===== config.mk =====
export PLATFORM = sky130hd
export DESIGN_NAME = nsr_dev_flat
export DESIGN_NICKNAME = d
export VERILOG_FILES = /design/src/include/nsr_pkg.sv /design/src/include/nsr_link_if.sv /design/src/rtl/nsr_dev.sv /design/src/flat_wrapper.sv
export SDC_FILE = /design/constraint.sdc
export NUM_CORES = 1
export LEC_CHECK = 0
export BUFFER_PORTS_ARGS = -buffer_cell sky130_fd_sc_hd__buf_4
export CAP_MARGIN = 20
export CORE_ASPECT_RATIO = 0.9
export CORE_MARGIN = 5
export CORE_UTILIZATION = 35
export CTS_CLUSTER_DIAMETER = 150
export DETAILED_ROUTE_END_ITERATION = 10
export GPL_TIMING_DRIVEN = 0
export PLACE_DENSITY = 0.62
export SYNTH_ARGS = -nofsm -noshare
export SYNTH_HDL_FRONTEND = slang
export SYNTH_SLANG_ARGS = --single-unit

===== constraint.sdc =====
create_clock -name pclk -period 3.29 [get_ports pclk]
set_clock_uncertainty 0.05 [all_clocks]
set_input_delay 0.1645 -clock pclk [delete_from_list [all_inputs] [get_ports pclk]]
set_output_delay 0.1645 -clock pclk [all_outputs]
set_load 0.02 [all_outputs]

===== src/include/nsr_pkg.sv =====
// shared constants and types for the status register link
package nsr_pkg;
  // command opcodes
  localparam logic [7:0] OP_WR_PERMIT = 8'h06;
  localparam logic [7:0] OP_WR_FORBID = 8'h04;
  localparam logic [7:0] OP_FEAT_GET  = 8'h0f;
  localparam logic [7:0] OP_FEAT_SET  = 8'h1f;
  localparam logic [7:0] OP_PROG_EXEC = 8'h10;
  localparam logic [7:0] OP_PAGE_READ = 8'h13;
  localparam logic [7:0] OP_BLK_ERASE = 8'hd8;
  localparam logic [7:0] OP_RESET     = 8'hff;
  // feature addresses
  localparam logic [7:0] FA_STATE_A   = 8'hc0;
  localparam logic [7:0] FA_STATE_B   = 8'hf0;
  localparam logic [7:0] FA_DRIVE     = 8'hd0;
  localparam logic [7:0] FA_CONFIG    = 8'hb0;
  // status byte field positions
  localparam int         ST_RUN_BIT   = 0;
  localparam int         ST_WEL_BIT   = 1;
  localparam int         ST_EFAIL_BIT = 2;
  localparam int         ST_PFAIL_BIT = 3;
  localparam int         ST_ECC_LSB   = 4;
  localparam int         CFG_ECC_BIT  = 4;
  // correction status codes
  localparam logic [3:0] ECC_CLEAN    = 4'h0;
  localparam logic [3:0] ECC_MAX_FIX  = 4'h8;
  localparam logic [3:0] ECC_UNCORR   = 4'hf;
  // reset values
  localparam logic [7:0] DRIVE_RST    = 8'h00;
  localparam logic       ECC_EN_RST   = 1'b1;
  // timing
  localparam int         CLK_NS       = 10;
  localparam int         RST_BUSY_NS  = 5000;
  localparam logic [15:0] RST_BUSY_CYC = 16'((RST_BUSY_NS + CLK_NS - 1) / CLK_NS);
  localparam logic [3:0] SCLK_HALF_CYC = 4'h8;
  // host register offsets
  localparam logic [7:0] HR_CMD       = 8'h00;
  localparam logic [7:0] HR_ROW       = 8'h04;
  localparam logic [7:0] HR_STAT      = 8'h08;
  // device internal operation kinds
  typedef enum logic [2:0] {OPK_NONE, OPK_PROG, OPK_READ, OPK_ERASE, OPK_RESET} nsr_opk_t;
  // host link sequencer states
  typedef enum logic [1:0] {HS_IDLE, HS_LOW, HS_HIGH, HS_END} nsr_hst_t;
endpackage : nsr_pkg


===== src/include/nsr_link_if.sv =====
// serial link between host controller and status register device
`timescale 1ns/1ps
`default_nettype none
interface nsr_link_if;
  logic sclk;     // serial clock from host
  logic cs_n;     // frame select, active low
  logic mosi;     // host to device data
  logic miso_o;   // device data out
  logic miso_oe;  // device drives miso
  logic miso;     // resolved line, pulled high when undriven
  assign miso = miso_oe ? miso_o : 1'b1;
  modport dev  (input sclk, input cs_n, input mosi, output miso_o, output miso_oe);
  modport host (output sclk, output cs_n, output mosi, input miso);
endinterface : nsr_link_if
`default_nettype wire


===== src/rtl/nsr_dev.sv =====
// status register device end: feature access and flag logic
// Summary of operation
// status byte read at feature C0 or F0
// drive strength feature D0 read and write
// status readable any time, even busy
// failed program sets program-fail flag
// invalid or protected program sets program-fail
// program sequence and reset clear program-fail
// erase failure or locked erase sets erase-fail
// erase start and reset clear erase-fail
// write enable sets latch; needed before writes
// write disable clears write latch
// running bit high during internal operations
// correction field gives corrected error count
// uncorrectable errors report code 1111b
// host refreshes block on uncorrectable code; nothing here refreshes, 1111b is only reported
// correction cleared on reset, read start
// correction field meaningless with correction off
// power-on loads correction of page 0
// locked target: no busy, fail flag only
// correction enabled after power-up
// reading status changes no flag
`timescale 1ns/1ps
`default_nettype none
module nsr_dev (
  input  wire logic        pclk,
  input  wire logic        presetn,
  nsr_link_if.dev          link,
  output var  logic [23:0] op_addr,
  output var  logic        prog_start,
  output var  logic        read_start,
  output var  logic        erase_start,
  output var  logic        op_abort,
  input  wire logic        prog_done,
  input  wire logic        prog_fail,
  input  wire logic        erase_done,
  input  wire logic        erase_fail,
  input  wire logic        read_done,
  input  wire logic [3:0]  read_err_cnt,
  input  wire logic        read_uncorr,
  input  wire logic        target_locked,
  input  wire logic        target_invalid,
  output var  logic        ecc_enable,
  output var  logic [7:0]  drive_strength
);

  // whole device state
  typedef struct packed {
    logic             sclk_m, sclk_q, sclk_d; // clock sync and edge history
    logic             cs_m, cs_q, cs_d;       // select sync and edge history
    logic             mosi_m, mosi_q;         // data sync
    logic [2:0]       bitcnt;                 // bit within byte
    logic [2:0]       bytecnt;                // bytes done, saturates at 4
    logic [7:0]       shin;                   // receive shifter
    logic [7:0]       opcode;                 // first byte of frame
    logic [7:0]       faddr;                  // feature address
    logic [23:0]      addr;                   // row address bytes
    logic [7:0]       tx;                     // transmit shifter
    logic             miso_o, miso_oe;        // line drive
    logic             p_fail, e_fail, write_permit_latch, running;
    logic [3:0]       ecc;                    // correction status
    nsr_pkg::nsr_opk_t opk;                   // running operation
    logic [15:0]      rst_cnt;                // reset busy countdown
    logic             ecc_en;                 // correction enable
    logic [7:0]       drive;                  // drive strength
    logic             boot;                   // power-on read pending
    logic [23:0]      op_addr;
    logic             prog_start, read_start, erase_start, op_abort;
  } nsr_dev_st_t;

  nsr_dev_st_t st_reg;   // registered state
  nsr_dev_st_t st_next;  // next state

  // status byte as seen by the host
  function automatic logic [7:0] status_byte(input nsr_dev_st_t s);
    logic [7:0] v;
    v = 8'h00;
    v[nsr_pkg::ST_RUN_BIT]   = s.running;
    v[nsr_pkg::ST_WEL_BIT]   = s.write_permit_latch;
    v[nsr_pkg::ST_EFAIL_BIT] = s.e_fail;
    v[nsr_pkg::ST_PFAIL_BIT] = s.p_fail;
    v[nsr_pkg::ST_ECC_LSB +: 4] = s.ecc;
    return v;
  endfunction : status_byte

  // feature read mux, flags untouched
  function automatic logic [7:0] feat_read(input nsr_dev_st_t s, input logic [7:0] fa);
    logic [7:0] v;
    v = 8'h00;
    // both status addresses
    if (fa == nsr_pkg::FA_STATE_A || fa == nsr_pkg::FA_STATE_B) begin
      v = status_byte(s);
    end else if (fa == nsr_pkg::FA_DRIVE) begin
      v = s.drive;
    end else if (fa == nsr_pkg::FA_CONFIG) begin
      v[nsr_pkg::CFG_ECC_BIT] = s.ecc_en;
    end
    return v;
  endfunction : feat_read

  // next-state logic
  always_comb begin
    logic [7:0] b;
    logic       rise, fall, fend;
    b       = 8'h00;
    st_next = st_reg;
    // pins pass two flops before use
    st_next.sclk_m = link.sclk;
    st_next.sclk_q = st_reg.sclk_m;
    st_next.sclk_d = st_reg.sclk_q;
    st_next.cs_m   = link.cs_n;
    st_next.cs_q   = st_reg.cs_m;
    st_next.cs_d   = st_reg.cs_q;
    st_next.mosi_m = link.mosi;
    st_next.mosi_q = st_reg.mosi_m;
    rise = st_reg.sclk_q & ~st_reg.sclk_d;
    fall = ~st_reg.sclk_q & st_reg.sclk_d;
    fend = st_reg.cs_q & ~st_reg.cs_d;
    // start pulses last one cycle
    st_next.prog_start  = 1'b0;
    st_next.read_start  = 1'b0;
    st_next.erase_start = 1'b0;
    st_next.op_abort    = 1'b0;
    st_next.miso_oe     = ~st_reg.cs_q;
    if (st_reg.cs_q) begin
      // deselected: frame counters idle
      st_next.bitcnt  = 3'h0;
      st_next.bytecnt = 3'h0;
    end else if (rise) begin
      // sample on rising sclk
      b = {st_reg.shin[6:0], st_reg.mosi_q};
      st_next.shin   = b;
      st_next.bitcnt = st_reg.bitcnt + 3'h1;
      if (st_reg.bitcnt == 3'h7) begin
        if (st_reg.bytecnt != 3'h4) begin
          st_next.bytecnt = st_reg.bytecnt + 3'h1;
        end
        case (st_reg.bytecnt)
          3'h0: st_next.opcode = b;
          3'h1: begin
            st_next.faddr       = b;
            st_next.addr[23:16] = b;
            // status loaded whenever asked, busy or not
            if (st_reg.opcode == nsr_pkg::OP_FEAT_GET) begin
              st_next.tx = feat_read(st_reg, b);
            end
          end
          3'h2: begin
            st_next.addr[15:8] = b;
            if (st_reg.opcode == nsr_pkg::OP_FEAT_SET) begin
              // drive strength write
              if (st_reg.faddr == nsr_pkg::FA_DRIVE) begin
                st_next.drive = b;
              end else if (st_reg.faddr == nsr_pkg::FA_CONFIG) begin
                st_next.ecc_en = b[nsr_pkg::CFG_ECC_BIT];
              end
            end
          end
          3'h3: st_next.addr[7:0] = b;
          default: ;
        endcase
        // repeated reads resend the same feature
        if (st_reg.bytecnt >= 3'h2 && st_reg.opcode == nsr_pkg::OP_FEAT_GET) begin
          st_next.tx = feat_read(st_reg, st_reg.faddr);
        end
      end
    end else if (fall) begin
      // shift out on falling sclk
      st_next.miso_o = st_reg.tx[7];
      st_next.tx     = {st_reg.tx[6:0], 1'b0};
    end
    // commands execute at frame end
    if (fend && st_reg.bytecnt != 3'h0) begin
      case (st_reg.opcode)
        // write latch set
        nsr_pkg::OP_WR_PERMIT: st_next.write_permit_latch = 1'b1;
        // write latch cleared
        nsr_pkg::OP_WR_FORBID: st_next.write_permit_latch = 1'b0;
        nsr_pkg::OP_RESET: begin
          // reset clears fail flags and correction
          st_next.p_fail   = 1'b0;
          st_next.e_fail   = 1'b0;
          st_next.ecc      = nsr_pkg::ECC_CLEAN;
          // busy while reset runs
          st_next.running  = 1'b1;
          st_next.opk      = nsr_pkg::OPK_RESET;
          st_next.rst_cnt  = nsr_pkg::RST_BUSY_CYC;
          st_next.op_abort = 1'b1;
        end
        nsr_pkg::OP_PROG_EXEC: begin
          // ignored without write latch or while busy
          if (st_reg.bytecnt == 3'h4 && st_reg.write_permit_latch && !st_reg.running) begin
            // cleared by the program sequence
            st_next.p_fail  = 1'b0;
            st_next.op_addr = st_reg.addr;
            // refused target: flag only, no busy
            if (target_locked || target_invalid) begin
              st_next.p_fail = 1'b1;
            end else begin
              st_next.running    = 1'b1;
              st_next.opk        = nsr_pkg::OPK_PROG;
              st_next.prog_start = 1'b1;
            end
          end
        end
        nsr_pkg::OP_BLK_ERASE: begin
          if (st_reg.bytecnt == 3'h4 && st_reg.write_permit_latch && !st_reg.running) begin
            // cleared at erase start
            st_next.e_fail  = 1'b0;
            st_next.op_addr = st_reg.addr;
            // locked erase fails without busy
            if (target_locked) begin
              st_next.e_fail = 1'b1;
            end else begin
              st_next.running     = 1'b1;
              st_next.opk         = nsr_pkg::OPK_ERASE;
              st_next.erase_start = 1'b1;
            end
          end
        end
        nsr_pkg::OP_PAGE_READ: begin
          if (st_reg.bytecnt == 3'h4 && !st_reg.running) begin
            // correction cleared at read start
            st_next.ecc        = nsr_pkg::ECC_CLEAN;
            st_next.op_addr    = st_reg.addr;
            st_next.running    = 1'b1;
            st_next.opk        = nsr_pkg::OPK_READ;
            st_next.read_start = 1'b1;
          end
        end
        default: ;
      endcase
    end
    // power-on read of block 0 page 0
    if (st_reg.boot) begin
      st_next.boot       = 1'b0;
      st_next.ecc        = nsr_pkg::ECC_CLEAN;
      st_next.op_addr    = 24'h000000;
      st_next.running    = 1'b1;
      st_next.opk        = nsr_pkg::OPK_READ;
      st_next.read_start = 1'b1;
    end
    // completion events come last so they win over a command in the same cycle
    if (st_reg.running) begin
      case (st_reg.opk)
        nsr_pkg::OPK_PROG: if (prog_done) begin
          st_next.running = 1'b0;
          // failed program
          if (prog_fail) begin
            st_next.p_fail = 1'b1;
          end
        end
        nsr_pkg::OPK_ERASE: if (erase_done) begin
          st_next.running = 1'b0;
          // failed erase
          if (erase_fail) begin
            st_next.e_fail = 1'b1;
          end
        end
        nsr_pkg::OPK_READ: if (read_done) begin
          st_next.running = 1'b0;
          // field left clean while correction is off
          if (st_reg.ecc_en) begin
            // uncorrectable code
            if (read_uncorr) begin
              st_next.ecc = nsr_pkg::ECC_UNCORR;
            // count saturates at the correctable maximum
            end else if (read_err_cnt > nsr_pkg::ECC_MAX_FIX) begin
              st_next.ecc = nsr_pkg::ECC_MAX_FIX;
            end else begin
              st_next.ecc = read_err_cnt;
            end
          end
        end
        nsr_pkg::OPK_RESET: begin
          // reset busy window counts down
          if (st_reg.rst_cnt <= 16'h0001) begin
            st_next.running = 1'b0;
          end else begin
            st_next.rst_cnt = st_reg.rst_cnt - 16'h0001;
          end
        end
        default: st_next.running = 1'b0;
      endcase
    end
  end

  // state register
  always_ff @(posedge pclk or negedge presetn) begin
    if (!presetn) begin
      st_reg        <= '0;
      st_reg.cs_m   <= 1'b1;
      st_reg.cs_q   <= 1'b1;
      st_reg.cs_d   <= 1'b1;
      // correction on after power-up
      st_reg.ecc_en <= nsr_pkg::ECC_EN_RST;
      st_reg.drive  <= nsr_pkg::DRIVE_RST;
      st_reg.boot   <= 1'b1;
    end else begin
      st_reg <= st_next;
    end
  end

  // outputs straight from state flops
  assign link.miso_o    = st_reg.miso_o;
  assign link.miso_oe   = st_reg.miso_oe;
  assign op_addr        = st_reg.op_addr;
  assign prog_start     = st_reg.prog_start;
  assign read_start     = st_reg.read_start;
  assign erase_start    = st_reg.erase_start;
  assign op_abort       = st_reg.op_abort;
  assign ecc_enable     = st_reg.ecc_en;
  assign drive_strength = st_reg.drive;

endmodule : nsr_dev
`default_nettype wire


===== src/flat_wrapper.sv =====
// flat-port wrapper written by rule: the top's interface ports become plain ports
module nsr_dev_flat 
  (pclk, presetn, op_addr, prog_start, read_start, erase_start, op_abort, prog_done, prog_fail, erase_done, erase_fail, read_done, read_err_cnt, read_uncorr, target_locked, target_invalid, ecc_enable, drive_strength, link_sclk, link_cs_n, link_mosi, link_miso_o, link_miso_oe);
  nsr_link_if link_i ();
  input  wire logic pclk;
  input  wire logic presetn;
  output var  logic [23:0] op_addr;
  output var  logic prog_start;
  output var  logic read_start;
  output var  logic erase_start;
  output var  logic op_abort;
  input  wire logic prog_done;
  input  wire logic prog_fail;
  input  wire logic erase_done;
  input  wire logic erase_fail;
  input  wire logic read_done;
  input  wire logic [3:0] read_err_cnt;
  input  wire logic read_uncorr;
  input  wire logic target_locked;
  input  wire logic target_invalid;
  output var  logic ecc_enable;
  output var  logic [7:0] drive_strength;
  input wire logic [$bits(link_i.sclk)-1:0] link_sclk;
  input wire logic [$bits(link_i.cs_n)-1:0] link_cs_n;
  input wire logic [$bits(link_i.mosi)-1:0] link_mosi;
  output wire logic [$bits(link_i.miso_o)-1:0] link_miso_o;
  output wire logic [$bits(link_i.miso_oe)-1:0] link_miso_oe;
  assign link_i.sclk = link_sclk;
  assign link_i.cs_n = link_cs_n;
  assign link_i.mosi = link_mosi;
  assign link_miso_o = link_i.miso_o;
  assign link_miso_oe = link_i.miso_oe;
  nsr_dev u_core (.pclk(pclk), .presetn(presetn), .link(link_i), .op_addr(op_addr), .prog_start(prog_start), .read_start(read_start), .erase_start(erase_start), .op_abort(op_abort), .prog_done(prog_done), .prog_fail(prog_fail), .erase_done(erase_done), .erase_fail(erase_fail), .read_done(read_done), .read_err_cnt(read_err_cnt), .read_uncorr(read_uncorr), .target_locked(target_locked), .target_invalid(target_invalid), .ecc_enable(ecc_enable), .drive_strength(drive_strength));
endmodule

==> flow_summary.toml <==
[yosys]
synth_cell_type_count = 71
ys_seq_area_frac = 0.483
yosys-top-cells-area = "dfrtp_1 (46%), mux2_2 (6.4%), mux2i_1 (5.4%), nand2_1 (4.7%), buf_4 (3.6%)"
synthCells = 618
ys_ff_latch = 128
synth_edf_count = 0
synth_nets = 644
yosysWarnings = 0
syn-cell-area_um2 = 6650
async_flop_share = 1.00
synth_flop_cell = "dfrtp_1"
synth.largest_area_cell = "dfrtp_1"
syn_area_per_cell_um2 = 10.8
synth_top_area_frac = 0.463

[clock_tree]
cts_tree = "yes"
postCtsSetupBuffers = 0
htree_levels = 4
clockBufferDepth = 2
clkLatencyLatePin_ns = 0.42
cts_buffers = 17
clk_pin_slew_ns = 0.06
cts-root-buf = "clkbuf_16"
cts_sinks = 128

[sta]
rsz0062_at_grt = "no"
timing.final.crit_period_ns = 2.87
finalMaxSlewViolations = 0
finalHoldViolations = 0
worst_slew_pin_slew_ns = 0.744
maxSlewHeadroom = 0.502
fin_ws_ns = 0.424
setup_viol = 0
period_share = 0.871
fin_setup_tns_ns = 0
fmax_ghz = 0.349
worst_hold_slack_ns = 0.0105

[critical_path]
critPathTopFamily = "simple AND/OR/NAND/NOR gates"
slowest_stage = "dfrtp_1"
startpoint_type = "flip-flop"
reg2reg_to = "u_core.st_reg[45]"
r2r_start = "u_core.st_reg[124]"
arrival_ns = 3.14
r2r_slack_ns = 0.42
cp_cell_sequence = "inv_1 > ha_1 > nor2b_1 > nor2_1 > nand2_1 > inv_1 > clkbuf_1 > nor2_2 > o31ai_1"
required_ns = 3.57
crit_buf_inv = 3
slowest_delay_ns = 0.48
r2r_cells = 9
worst-setup-path-type = "reg2reg"
cpMostUsedCell = "inv_1"
end_kind = "flip-flop"
cp_max_fo = 10

[final_layout]
stdcell_area_um2 = 8120
largest_reg_flops = 84
drive_above_1_share = 0.272
fin_cells = 966
area_growth_pct = 22.1
diodes = 0
final_common_cell = "dfrtp_1"
final_net_count = 734
mostFrequentLayoutCells = "dfrtp_1 (123), buf_4 (86), nand2_1 (83)"
finalCoreUtilization = 0.438

[floorplan]
rows = 47
dieWidth_um = 155
die_y_um = 141
fp.coreArea_um2 = 18500
initial_core_util = 0.359
pin_count = 56
die_area_um2 = 21900

[pwr]
switchingPower_mw = 1.05
power.leakage_nw = 3.65
seq_power_share = 0.442
powerDensity_nw_per_um2 = 478
pwr-share-clk = 0.473
p_int_mw = 2.83
combPwrFrac = 0.085
irDropWorstVdd_uv = 331
p_total_mw = 3.88
p_sw_frac = 0.271

[grt]
use_met1 = 0.204
overflow = 0
met3_usage = 0.0343
busiest_layer = "met2"
antenna_found_initial = 0
grt.total_usage = 0.142
grt_pass1_wl_um = 25200
grt_pass1_vias = 4861
grt_max_degree = 92
grtUsageMet2 = 0.215

[drt]
wl_per_cell_um = 15.7
drtIter0Drc = 324
num_vias = 4946
dr.pass1.iters = 5
drt_drc_violations_left = 0
vias_per_cell = 5.12
final_antenna_net_count = 0
drt_wl_total_um = 15100

[place]
hpwl_um = 10600
io_buffers = 55
placedCellCount = 919
place_area_um2 = 7400
dp_slack_ns = 0.433
routabilityCongestion = 0.840

[min_path]
holdPathStages = 3
hp-class = "in2reg"
hp-start = "read_err_cnt[0]"
hold_end = "u_core.st_reg[57]"

[run]
cap_viol_max_count = 0

[run_status]
status = "finished clean"
## layout make-up
class                           instances  area (um2)
Tap cell                              245         307
Buffer                                 65         418
Multi-Input combinational cell        411        2970
Clock buffer                           18         439
Clock inverter                         14         133
Fill cell                            1777       10400
Timing Repair Buffer                   71         594
Sequential cell                       128        3210
Inverter                               14        52.6
## cells by family after synthesis
group                    after synthesis  share of synthesized area
AO/OA/AOI/OAI                         93                      0.110
multiplexers                          87                      0.141
adder cells (fa/ha/maj)                9                     0.0169
flip-flops                           128                      0.483
XOR/XNOR                               6                    0.00790
buffers and inverters                 79                     0.0708
AND/OR/NAND/NOR                      215                      0.170
other                                  1                   0.000564
## cell usage after synthesis (10+ instances only)
library cell and number:
dfrtp_1 123, clkbuf_1 18, nor2b_1 11, nand4_1 17, nor2_1 36, a31oi_1 10
nand3_1 14, buf_4 32, a21oi_1 14, mux2_1 13, inv_1 13, nand2_1 83
mux2_2 38, mux2i_1 36
## power by group through the flow
stage                     clock (mW)  sequential, mW  combinational, mW
after floorplan                    0            1.71              0.177
after global placement             0            1.74              0.307
after detailed placement           0            1.74              0.315
after CTS                       1.87            1.72              0.331
after global routing            1.93            1.72              0.360
final                           1.83            1.72              0.328
## tightest hold or removal path, delay by kind of cell
kind | cells | cell delay [ns]
buf+inv | 1 | 0.08
compound gates | 2 | 0.20
## worst max path at each step
stage | start | to | depth (start not counted)
6_report | u_core.st_reg[124] | u_core.st_reg[45] | 9
2_1_floorplan | u_core.st_reg[126] | u_core.drive_strength[4] | 8
4_1_cts | u_core.st_reg[124] | u_core.st_reg[45] | 9
5_1_grt | u_core.st_reg[124] | u_core.st_reg[43] | 9
3_3_place_gp | u_core.st_reg[124] | u_core.st_reg[43] | 9
3_5_place_dp | u_core.st_reg[124] | u_core.st_reg[45] | 9
## layer usage
metal	wire (um)	up-vias
li1	-	2393
met1	7300	2447
met2	7020	97
met3	628	9
met4	185	0
met5	0	-
## repair_timing
action	in CTS	in global routing
hold buffers	15	0
resized for setup	0	0
hold endpoints to repair	46	0
No activity file was read; power rests on OpenSTA's default activity.
